===== src/verilog/dtc_pkg.sv =====
/*
 * dtc_pkg: constants, register map and code tables for the tone codec core.
 * Assumes a single 10 MHz system clock and a 32-bit AHB-Lite register bus.
 */
`default_nettype none
package dtc_pkg;
   localparam int CLK_HZ = 10000000;
   localparam int OSC_HZ = 3579545;
   localparam int CLK_PERIOD_NS = 1000000000 / CLK_HZ;
   // register indices; byte address is four times the index
   localparam logic [31:0] DATA_IDX = 32'h0000_0000;
   localparam logic [31:0] CTRL_IDX = 32'h0000_0001;
   // control bits
   localparam int CTL_TX_EN = 0;
   localparam int CTL_CP_MODE = 1;
   localparam int CTL_IRQ_EN = 2;
   localparam logic [3:0] CTRL_RESET = 4'h0;
   // status bits
   localparam int STS_IRQ = 0;
   localparam int STS_RX_VALID = 2;
   localparam int STS_DELAYED = 3;
   // tone period tolerance in percent of nominal
   localparam int TOL_PCT = 2;
   localparam int SETTLE_NS = 400;
   localparam int SETTLE_CYC = (SETTLE_NS + CLK_PERIOD_NS - 1) / CLK_PERIOD_NS;
   localparam int LOSS_CYC_DEF = (CLK_HZ / 697) * (100 + TOL_PCT) / 100;
   localparam int SEG_COUNT = 32;
   localparam logic [7:0] SINE_MID = 8'h80;

   typedef enum logic [1:0] {
      DTC_ST_IDLE = 2'b00,
      DTC_ST_SETTLE = 2'b01,
      DTC_ST_VALID = 2'b10
   } dtc_steer_e;

   function automatic int dtc_tone_hz(input logic grp, input logic [1:0] i);
      case ({grp, i})
         3'h0: return 697;
         3'h1: return 770;
         3'h2: return 852;
         3'h3: return 941;
         3'h4: return 1209;
         3'h5: return 1336;
         3'h6: return 1477;
         default: return 1633;
      endcase
   endfunction

   // oscillator ticks per segment: 32 segments per tone period
   function automatic logic [7:0] dtc_seg_len(input logic grp, input logic [1:0] i);
      return 8'((OSC_HZ + SEG_COUNT * dtc_tone_hz(grp, i) / 2) /
                (SEG_COUNT * dtc_tone_hz(grp, i)));
   endfunction

   // returns {match, index} for a measured period in clock cycles
   function automatic logic [2:0] dtc_classify(input logic [15:0] per, input logic grp);
      logic [2:0] r;
      int nom;
      r = 3'h0;
      for (int i = 0; i < 4; i++) begin
         nom = CLK_HZ / dtc_tone_hz(grp, 2'(i));
         if (int'(per) >= nom * (100 - TOL_PCT) / 100 &&
             int'(per) <= nom * (100 + TOL_PCT) / 100) begin
            r = {1'b1, 2'(i)};
         end
      end
      return r;
   endfunction

   function automatic logic [3:0] dtc_pair_to_code(input logic [1:0] row, input logic [1:0] col);
      if (col == 2'h3) begin
         return (row == 2'h3) ? 4'h0 : 4'(4'hd + row);
      end
      if (row == 2'h3) begin
         case (col)
            2'h0: return 4'hb;
            2'h1: return 4'ha;
            default: return 4'hc;
         endcase
      end
      return 4'(row * 3 + col + 1);
   endfunction

   // {row, col}; codes outside the table never occur, all 16 map
   function automatic logic [3:0] dtc_code_to_pair(input logic [3:0] code);
      case (code)
         4'h0: return 4'hf;
         4'ha: return 4'hd;
         4'hb: return 4'hc;
         4'hc: return 4'he;
         4'hd: return 4'h3;
         4'he: return 4'h7;
         4'hf: return 4'hb;
         default: return {2'((code - 4'h1) / 4'h3), 2'((code - 4'h1) % 4'h3)};
      endcase
   endfunction

   // 8-bit sine centred on 0x80, from a quarter-wave table
   function automatic logic [7:0] dtc_sine(input logic [4:0] seg);
      logic [3:0] m;
      logic [7:0] a;
      m = (seg[3:0] <= 4'h8) ? seg[3:0] : 4'(5'h10 - {1'b0, seg[3:0]});
      case (m)
         4'h0: a = 8'h00;
         4'h1: a = 8'h19;
         4'h2: a = 8'h31;
         4'h3: a = 8'h47;
         4'h4: a = 8'h5a;
         4'h5: a = 8'h6a;
         4'h6: a = 8'h75;
         4'h7: a = 8'h7d;
         default: a = 8'h7f;
      endcase
      return seg[4] ? 8'(SINE_MID - a) : 8'(SINE_MID + a);
   endfunction
endpackage
`default_nettype wire


===== src/verilog/dtc_tone_codec_core.sv =====
/*
 * dtc_tone_codec_core: digital core of a dual-tone transceiver with an
 * AHB-Lite register slave, tone period decoder, steering logic and a
 * two-chain tone generator.
 * Assumes limited tone inputs synchronous to clk_sys, an external steering
 * RC network whose threshold result arrives on steering_sense, and an
 * external pull-up on the open-drain irq pin.
 */
`default_nettype none
module dtc_tone_codec_core #(
   parameter int LOSS_CYC = dtc_pkg::LOSS_CYC_DEF
) (
   input wire logic clk_sys,
   input wire logic rst,
   input wire logic hsel,
   input wire logic [31:0] haddr,
   input wire logic [1:0] htrans,
   input wire logic hwrite,
   input wire logic [2:0] hsize,
   input wire logic [31:0] hwdata,
   input wire logic hready,
   output logic hreadyout,
   output logic hresp,
   output logic [31:0] hrdata,
   input wire logic low_tone_in,
   input wire logic high_tone_in,
   input wire logic progress_in,
   input wire logic steering_sense,
   output logic guard_time_drive,
   output logic guard_time_oe,
   output logic early_pair_detect,
   output logic irq_or_progress_out,
   output logic irq_or_progress_oe,
   output logic [7:0] row_sample,
   output logic [7:0] col_sample,
   output logic [8:0] tone_mix
);
   import dtc_pkg::*;

   logic [3:0] ctrl_reg;
   logic [3:0] tx_code_reg;
   logic [3:0] rx_code_reg;
   logic [3:0] pend_code_reg;
   logic rx_valid_reg;
   logic irq_pend_reg;
   logic delayed_reg;
   logic early_reg;
   logic gt_reg;
   logic gt_oe_reg;
   logic irq_oe_reg;
   logic [31:0] hrdata_reg;
   logic wr_pend_reg;
   logic wr_ctrl_reg;
   logic st_meta_reg;
   logic st_sync_reg;
   logic st_prev_reg;
   dtc_steer_e steer_reg;
   dtc_steer_e steer_next;
   logic [7:0] settle_reg;
   logic [7:0] settle_next;
   logic [23:0] osc_acc_reg;
   logic [7:0] mix_row_reg;
   logic [7:0] mix_col_reg;
   logic [8:0] mix_reg;

   // bus decode
   // unmapped words read as zero and drop writes, the answer stays okay
   wire logic xfer = hsel & htrans[1] & hready;
   wire logic mapped = (haddr[31:3] == 29'h000_0000) && (haddr[1:0] == 2'h0);
   wire logic idx_ctrl = (haddr[2] == CTRL_IDX[0]);
   wire logic rd_go = xfer & ~hwrite & mapped;
   wire logic wr_go = xfer & hwrite & mapped;
   wire logic rd_status = rd_go & idx_ctrl;
   wire logic rd_rxdata = rd_go & ~idx_ctrl;
   wire logic cp_mode = ctrl_reg[CTL_CP_MODE];
   wire logic irq_en = ctrl_reg[CTL_IRQ_EN];
   wire logic tx_en = ctrl_reg[CTL_TX_EN];
   wire logic [3:0] status_word = {delayed_reg, rx_valid_reg, 1'b0, irq_pend_reg};
   wire logic [31:0] rd_word = rd_status ? {28'h000_0000, status_word} :
                               rd_rxdata ? {28'h000_0000, rx_code_reg} : 32'h0000_0000;

   // address phase: capture read data and write target
   always_ff @(posedge clk_sys or posedge rst) begin
      if (rst) begin
         hrdata_reg <= 32'h0000_0000;
         wr_pend_reg <= 1'b0;
         wr_ctrl_reg <= 1'b0;
      end else if (hready) begin
         hrdata_reg <= rd_word;
         wr_pend_reg <= wr_go;
         wr_ctrl_reg <= idx_ctrl;
      end
   end

   // data phase writes
   // hwdata only stands in the data phase, so the target is kept from the address phase
   always_ff @(posedge clk_sys or posedge rst) begin
      if (rst) begin
         ctrl_reg <= CTRL_RESET;
         tx_code_reg <= 4'h0;
      end else if (wr_pend_reg && wr_ctrl_reg) begin
         ctrl_reg <= hwdata[3:0];
      end else if (wr_pend_reg) begin
         tx_code_reg <= hwdata[3:0];
      end
   end

   // receiver: period measurement per group
   // the count saturates so a dead input never wraps into a false match
   // a period is judged at the rise that closes it, hence two rises per tone
   logic [1:0] tone_ok;
   logic [1:0][1:0] tone_idx;
   wire logic [1:0] tone_in = {high_tone_in, low_tone_in};

   genvar g;
   generate
      for (g = 0; g < 2; g++) begin : g_meas
         logic [15:0] cnt_reg;
         logic prev_reg;
         logic [2:0] res_reg;
         wire logic edge_up = tone_in[g] & ~prev_reg;
         wire logic lost = (int'(cnt_reg) >= LOSS_CYC);
         wire logic [2:0] res_now = dtc_classify(cnt_reg, 1'(g));
         always_ff @(posedge clk_sys or posedge rst) begin
            if (rst) begin
               cnt_reg <= 16'h0000;
               prev_reg <= 1'b0;
               res_reg <= 3'h0;
            end else begin
               prev_reg <= tone_in[g];
               if (edge_up) begin
                  cnt_reg <= 16'h0001;
                  res_reg <= res_now;
               end else begin
                  if (cnt_reg != 16'hffff) begin
                     cnt_reg <= cnt_reg + 16'h0001;
                  end
                  if (lost) begin
                     res_reg <= 3'h0;
                  end
               end
            end
         end
         assign tone_ok[g] = res_reg[2];
         assign tone_idx[g] = res_reg[1:0];
      end
   endgenerate

   // no pair detection in call-progress mode
   // early detect is registered, two cycles behind the closing tone edge
   wire logic early_next = tone_ok[0] & tone_ok[1] & ~cp_mode;
   wire logic [3:0] pair_code = dtc_pair_to_code(tone_idx[0], tone_idx[1]);
   wire logic st_rise = st_sync_reg & ~st_prev_reg;
   wire logic registering = (steer_reg == DTC_ST_IDLE) & st_rise & early_reg;
   wire logic delayed_rise = (steer_next == DTC_ST_VALID) & ~delayed_reg;

   // steering state: the external rc sets how long st lags early detect,
   // so short tones never cross and short dropouts never fall below
   always_comb begin
      steer_next = steer_reg;
      settle_next = settle_reg;
      unique case (steer_reg)
         DTC_ST_IDLE: begin
            if (registering) begin
               steer_next = DTC_ST_SETTLE;
               settle_next = 8'(SETTLE_CYC - 1);
            end
         end
         DTC_ST_SETTLE: begin
            if (!st_sync_reg) begin
               steer_next = DTC_ST_IDLE;
            end else if (settle_reg == 8'h00) begin
               steer_next = DTC_ST_VALID;
            end else begin
               settle_next = settle_reg - 8'h01;
            end
         end
         DTC_ST_VALID: begin
            if (!st_sync_reg) begin
               steer_next = DTC_ST_IDLE;
            end
         end
         default: steer_next = DTC_ST_IDLE;
      endcase
   end

   // only the second flop reads the first; the third just finds the rise
   always_ff @(posedge clk_sys or posedge rst) begin
      if (rst) begin
         st_meta_reg <= 1'b0;
         st_sync_reg <= 1'b0;
         st_prev_reg <= 1'b0;
      end else begin
         st_meta_reg <= steering_sense;
         st_sync_reg <= st_meta_reg;
         st_prev_reg <= st_sync_reg;
      end
   end

   always_ff @(posedge clk_sys or posedge rst) begin
      if (rst) begin
         steer_reg <= DTC_ST_IDLE;
         settle_reg <= 8'h00;
         pend_code_reg <= 4'h0;
         delayed_reg <= 1'b0;
         early_reg <= 1'b0;
         gt_reg <= 1'b0;
         gt_oe_reg <= 1'b0;
      end else begin
         steer_reg <= steer_next;
         settle_reg <= settle_next;
         early_reg <= early_next;
         if (registering) begin
            pend_code_reg <= pair_code;
         end
         delayed_reg <= (steer_next == DTC_ST_VALID);
         gt_reg <= early_next & (steer_next != DTC_ST_IDLE);
         gt_oe_reg <= 1'b1;
      end
   end

   // receive latch and sticky flags; a new event wins over the read clear
   // the code waits from registration, so a tone change during settle cannot land
   always_ff @(posedge clk_sys or posedge rst) begin
      if (rst) begin
         rx_code_reg <= 4'h0;
         rx_valid_reg <= 1'b0;
         irq_pend_reg <= 1'b0;
      end else begin
         if (delayed_rise) begin
            rx_code_reg <= pend_code_reg;
         end
         rx_valid_reg <= delayed_rise | (rx_valid_reg & ~rd_status);
         irq_pend_reg <= delayed_rise | (irq_pend_reg & ~rd_status);
      end
   end

   // open drain: enable high pulls the pin low
   always_ff @(posedge clk_sys or posedge rst) begin
      if (rst) begin
         irq_oe_reg <= 1'b0;
      end else if (cp_mode) begin
         irq_oe_reg <= irq_en & ~progress_in;
      end else begin
         irq_oe_reg <= irq_en & irq_pend_reg;
      end
   end

   // generator timebase: fractional accumulator gives the oscillator rate
   // as an average; it never stops so bursts start at once
   wire logic [24:0] osc_sum = {1'b0, osc_acc_reg} + 25'(OSC_HZ);
   wire logic osc_tick = (osc_sum >= 25'(CLK_HZ));
   always_ff @(posedge clk_sys or posedge rst) begin
      if (rst) begin
         osc_acc_reg <= 24'h00_0000;
      end else begin
         osc_acc_reg <= osc_tick ? 24'(osc_sum - 25'(CLK_HZ)) : 24'(osc_sum);
      end
   end

   wire logic [3:0] tx_pair = dtc_code_to_pair(tx_code_reg);
   logic [1:0][7:0] samp;

   generate
      for (g = 0; g < 2; g++) begin : g_gen
         logic [7:0] div_reg;
         logic [4:0] seg_reg;
         logic [7:0] out_reg;
         // chain 0 plays the row, chain 1 the column; only the lookup differs
         // a new code mid-segment may wrap at the next tick: one short segment
         wire logic [1:0] sel = (g == 0) ? tx_pair[3:2] : tx_pair[1:0];
         wire logic [7:0] len = dtc_seg_len(1'(g), sel);
         wire logic div_wrap = osc_tick && (div_reg >= len - 8'h01);
         always_ff @(posedge clk_sys or posedge rst) begin
            if (rst) begin
               div_reg <= 8'h00;
               seg_reg <= 5'h00;
               out_reg <= SINE_MID;
            end else begin
               if (div_wrap) begin
                  div_reg <= 8'h00;
                  seg_reg <= seg_reg + 5'h01;
               end else if (osc_tick) begin
                  div_reg <= div_reg + 8'h01;
               end
               out_reg <= tx_en ? dtc_sine(seg_reg) : SINE_MID;
            end
         end
         assign samp[g] = out_reg;
      end
   endgenerate

   // nine bits: two full-scale samples never overflow the sum
   always_ff @(posedge clk_sys or posedge rst) begin
      if (rst) begin
         mix_row_reg <= SINE_MID;
         mix_col_reg <= SINE_MID;
         mix_reg <= 9'h100;
      end else begin
         mix_row_reg <= samp[0];
         mix_col_reg <= samp[1];
         mix_reg <= {1'b0, samp[0]} + {1'b0, samp[1]};
      end
   end

   // zero wait states; word size is not checked, hsize is only read here
   assign hreadyout = 1'b1 | hsize[0];
   assign hresp = 1'b0;
   assign hrdata = hrdata_reg;
   assign guard_time_drive = gt_reg;
   assign guard_time_oe = gt_oe_reg;
   assign early_pair_detect = early_reg;
   // open-drain data stays low; only the enable moves
   assign irq_or_progress_out = 1'b0;
   assign irq_or_progress_oe = irq_oe_reg;
   assign row_sample = mix_row_reg;
   assign col_sample = mix_col_reg;
   assign tone_mix = mix_reg;
endmodule
`default_nettype wire


===== config.mk =====
export PLATFORM = sky130hd
export DESIGN_NAME = dtc_tone_codec_core
export DESIGN_NICKNAME = d
export VERILOG_FILES = /design/src/verilog/dtc_pkg.sv /design/src/verilog/dtc_tone_codec_core.sv
export SDC_FILE = /design/constraint.sdc
export NUM_CORES = 1
export LEC_CHECK = 0
export BUFFER_PORTS_ARGS = -buffer_cell sky130_fd_sc_hd__buf_4
export CAP_MARGIN = 30
export CORE_MARGIN = 2
export CORE_UTILIZATION = 53
export CTS_BUF_LIST = sky130_fd_sc_hd__clkbuf_16
export CTS_CLUSTER_SIZE = 25
export DETAILED_ROUTE_END_ITERATION = 10
export PLACE_DENSITY = 0.77
export SYNTH_ARGS = -nofsm -noshare
export SYNTH_HDL_FRONTEND = slang
export SYNTH_SLANG_ARGS = --single-unit

===== constraint.sdc =====
create_clock -name clk_sys -period 5.6 [get_ports clk_sys]
set_input_delay 1.12 -clock clk_sys [delete_from_list [all_inputs] [get_ports clk_sys]]
set_output_delay 1.12 -clock clk_sys [all_outputs]
set_load 0.02 [all_outputs]

==> results of run 1 <==
layout by cell type, fill, tap and decap left out, types with 44 or more instances in the layout:
cell type | netlist | layout
a21oi_1 | 53 | 52
buf_4 | 32 | 86
dfrtp_1 | 167 | 166
ha_1 | 76 | 74
inv_1 | 57 | 56
nand2_1 | 62 | 62
nand3_1 | 46 | 46
nor2_1 | 93 | 93
o21ai_0 | 52 | 51
xnor2_1 | 50 | 50
xor2_1 | 44 | 44
stage by stage:
stage               cell area (sq um)  cells  power, mW  hold slack (ns)  utilization
floorplan                       11100   1194       2.16            0.331            -
global route                    12300   1498       3.78            0.364        0.606
global placement                11600   1463       2.34            0.338        0.574
finish                          12300   1498       3.56            0.349        0.606
CTS                             12200   1495       3.56            0.354        0.603
detailed placement              11600   1463       2.38            0.338        0.574
layer usage:
layer  track usage  part of all wire
met5             0                 0
met4        0.0638             0.015
met3        0.0371             0.044
met2         0.344              0.49
met1         0.258              0.46
kinds of logic (layout without fill, tap and decap cells):
logic type,after synthesis,after routing,share of synthesized area
simple gates,389,389,0.188
compound gates,260,260,0.166
flops,172,172,0.391
buf+inv,143,177,0.0631
xor+xnor,95,95,0.0762
fa+ha+maj,79,79,0.0917
mux,23,23,0.0228
other cells,2,33,0.000682
what timing repair did:
item	4_1_cts	5_1_grt
resized for setup	1	8
setup endpoints to repair	1	13
setup buffers	0	2
hold buffers	0	0
gates cloned	0	1
power groups by stage:
stage,Combinational (mW),Clock (mW),Sequential (mW)
floorplan,0.703,0,1.45
global placement,0.866,0,1.47
detailed placement,0.903,0,1.47
CTS,0.917,1.19,1.45
global route,1.07,1.24,1.47
finish,0.938,1.16,1.45
final cells by class:
| class | count | area share |
|---|---|---|
| clock buffer | 17 | 0.0346 |
| multi-input combinational | 879 | 0.501 |
| clock inverter | 15 | 0.0141 |
| inverter | 57 | 0.0177 |
| timing repair buffer | 88 | 0.0545 |
| tap | 270 | 0.0275 |
| sequential | 172 | 0.350 |
path summary, 6_finish.rpt:
check	slack [ns]	startpoint	cells past startpoint	to
max in group asynchronous	3.98	rst	3	tx_code_reg[1]$_DFFE_PP0P_
setup / recovery	0.31	tx_code_reg[1]$_DFFE_PP0P_	26	g_gen[1].seg_reg[1]$_DFFE_PP0P_
min in group asynchronous	0.99	rst	3	hrdata[2]$_DFFE_PP0P_
hold / removal	0.35	st_meta_reg$_DFF_PP0_	0	st_sync_reg$_DFF_PP0_
hold reg to reg	0.35	st_meta_reg$_DFF_PP0_	0	st_sync_reg$_DFF_PP0_
setup reg to reg	0.31	tx_code_reg[1]$_DFFE_PP0P_	26	g_gen[1].seg_reg[1]$_DFFE_PP0P_
==> qor.yml, run 1 <==
pwr-share-comb: 0.264
grtUsageTotal: 0.201
finalNetCount: 1372
clock_path_buffers: 2
synth_cell_types: 89
pin_count: 142
setup_viol: 0
synth_top_area_cell: "dfrtp_1"
grt_max_degree: 173
first_iter_violations: 435
cp_common_cell: "a21o_1"
antenna_found_initial: 0
skew_ns: 0.00912
diodes: 0
start_util: 0.543
drt_drc_violations_left: 0
netlist_instances: 1163
cts_made_buffers: 17
root_buffer: "clkbuf_16"
p_switching_mw: 1.17
vias: 8340
relSlewSlack: 0.421
clock_latency_ns: 0.43
arrival_ns: 5.60
cts_tree: "done"
multi_input_area_sq_um: 6160
ys_seq_area_frac: 0.391
ys_ff_latch: 172
status: "finished clean"
finalMaxSlewViolations: 0
largest_register_ff_count: 32
synth-edff-count: 0
vias_per_cell: 5.57
die_h_um: 148
min_period_ns: 5.29
grt_pass1_wl_um: 36900
wl_per_cell_um: 14.5
antenna_left: 0
fillers: 1655
period_share: 0.945
crit_type: "reg2reg"
syn2layout_area_growth_pct: 11.6
max_stage_delay_ns: 0.45
grt_overflow: 0
dpl.hpwl_um: 15200
fin_ws_ns: 0.307
cp-end-kind: "flop"
p_leak_nw: 5.78
worst_path_max_delay_cell: "dfrtp_2"
async_flop_share: 1.00
die_x_um: 148
syn_avg_cell_area_sq_um: 9.47
die-area_sq_um: 22000
gp_congestion: 0.877
h-tree-depth: 4
internal_power_mw: 2.38
synth_common_cells: "dfrtp_1, nor2_1, ha_1, nand2_1, inv_1"
wirelength_um: 21700
synth_area_leaders: "dfrtp_1, ha_1, xnor2_1, xor2_1, nor2_1"
power_frac_clock: 0.327
yosys_most_used_dff: "dfrtp_1"
regArea_sq_um: 4310
tightest_slew_ns: 0.869
tns_ns: 0
max_cap_violations: 0
dr.pass1.iters: 5
post-place-ws_ns: 0.00436
clkTransAtPathRegs_ns: 0.08
grt_pass1_vias: 7995
p_sw_frac: 0.330
clock_sink_count: 172
min_path_type: "reg2reg"
critical_path_buf_inv_count: 3
yosysTopAreaCellShare: 0.379
num_rows: 52
worstPathRequired_ns: 5.91
path_delay_family: "compound AO/OA/AOI/OAI gates"
fmax_mhz: 189
start_kind: "flop"
rsz0062_at_grt: "no"
yosysMostFrequentCell: "dfrtp_1"
netlist_area_sq_um: 11000
peakVddDrop_uv: 185
hold_viol_final: 0
seqPwrFrac: 0.409
power_density_nw_per_um2: 289
drive_gt1_frac: 0.143
crit_fanout: 6
port_buffers: 78
core_sq_um: 20300
synth_warnings: 0
Power figures use the tool's default switching activity.
==> run 2: changes to the inputs <==
--- a/config.mk
+++ b/config.mk
@@ -7,6 +7,7 @@
 export LEC_CHECK = 0
 export BUFFER_PORTS_ARGS = -buffer_cell sky130_fd_sc_hd__buf_4
 export CAP_MARGIN = 30
+export CORE_ASPECT_RATIO = 0.9
 export CORE_MARGIN = 2
 export CORE_UTILIZATION = 53
 export CTS_BUF_LIST = sky130_fd_sc_hd__clkbuf_16
==> run 2 against run 1 <==
Critical path depth unchanged. Largest cell class unchanged. Sequential cell count unchanged. Combinational power down 1%.
==> qor.yml, run 2 (synthesis results as in run 1) <==
max_stage_delay_ns: 0.46
grt_overflow: 0
setup_viol: 0
regArea_sq_um: 4310
root_buffer: "clkbuf_16"
largest_register_ff_count: 32
hold_buffers: 0
start_util: 0.535
first_iter_violations: 546
core_sq_um: 20600
diodes: 0
path_depth: 26
r2r_cells: 26
holdWs_ns: 0.355
num_rows: 50
vias_per_cell: 5.61
clock_sink_count: 172
drt_drc_violations_left: 0
cts_tree: "done"
power_density_nw_per_um2: 292
max_cap_violations: 0
antenna_found_initial: 0
pin_count: 142
drive_gt1_frac: 0.145
crit_type: "reg2reg"
syn2layout_area_growth_pct: 11.9
grt_max_degree: 173
dpl.hpwl_um: 15200
start_kind: "flop"
port_buffers: 78
worst_path_max_delay_cell: "dfrtp_2"
cp-end-kind: "flop"
vias: 8359
layout_commonest_cell: "dfrtp_1"
clock_path_buffers: 2
clkTransAtPathRegs_ns: 0.08
crit_fanout: 7
min_period_ns: 5.28
min_path_type: "reg2reg"
grtUsageTotal: 0.203
skew_ns: 0.0115
finalMaxSlewViolations: 0
h-tree-depth: 4
grt_pass1_vias: 8081
wirelength_um: 21600
wl_per_cell_um: 14.5
finalNetCount: 1373
peakVddDrop_uv: 177
critical_path_buf_inv_count: 3
placedInstanceArea_sq_um: 11600
worstPathRequired_ns: 5.92
fillers: 1723
period_share: 0.943
p_leak_nw: 5.80
cp_common_cell: "a21o_1"
fmax_mhz: 189
finalPower_mw: 3.60
clock_latency_ns: 0.44
relSlewSlack: 0.431
multi_input_area_sq_um: 6160
die-area_sq_um: 22000
tightest_slew_ns: 0.853
cts_made_buffers: 17
arrival_ns: 5.60
die_x_um: 156
status: "finished clean"
path_delay_family: "compound AO/OA/AOI/OAI gates"
final_cell_mix: "dfrtp_1, nor2_1, buf_4"
hold_viol_final: 0
antenna_left: 0
gp_congestion: 0.872
dr.pass1.iters: 5
grt_pass1_wl_um: 37200
whs_path_depth: 0
utilization: 0.599
final_area_sq_um: 12300
die_h_um: 141
-- run 2: layout make-up --
type                    instances  share of cell area
multi-input cells             879               0.499
flip-flops and latches        172               0.350
repair buffers                 89              0.0555
clock buffers                  17              0.0345
well taps                     260              0.0264
inverters                      57              0.0177
clock inverters                15              0.0171
-- run 2: power by group --
| group | internal [mW] | leakage [nW] | switching (mW) | total [mW] |
|---|---|---|---|---|
| logic | 0.441 | 3.26 | 0.484 | 0.925 |
| registers | 1.34 | 2.24 | 0.117 | 1.45 |
| clock network | 0.620 | 0.305 | 0.602 | 1.22 |
-- run 2: path summary, 6_finish.rpt --
kind | from | end | slack, ns
max | tx_code_reg[1]$_DFFE_PP0P_ | g_gen[1].seg_reg[1]$_DFFE_PP0P_ | 0.32
min | st_meta_reg$_DFF_PP0_ | st_sync_reg$_DFF_PP0_ | 0.36
max reg2reg | tx_code_reg[1]$_DFFE_PP0P_ | g_gen[1].seg_reg[1]$_DFFE_PP0P_ | 0.32
min reg2reg | st_meta_reg$_DFF_PP0_ | st_sync_reg$_DFF_PP0_ | 0.36
max in group asynchronous | rst | tx_code_reg[1]$_DFFE_PP0P_ | 4.03
min in group asynchronous | rst | col_sample[1]$_DFF_PP0_ | 0.98
-- run 2: per-layer routing --
layer  track usage  part of all wire
met1         0.273              0.46
met2         0.339              0.48
met3        0.0354             0.045
met4        0.0594             0.013
met5             0                 0
-- run 2: metrics by stage --
step | std cells | setup slack [ns] | setup TNS (ns)
after floorplan | 1194 | 0.304 | 0
after global placement | 1453 | 0.165 | 0
after detailed placement | 1453 | 0.0918 | 0
after CTS | 1485 | 0.0276 | 0
after global routing | 1489 | -0.0161 | -0.0347
final | 1489 | 0.321 | 0
-- run 2: repair_timing --
action                     CTS  global route
buffers inserted             0             3
resized for setup            0             8
setup endpoints to repair    0            13
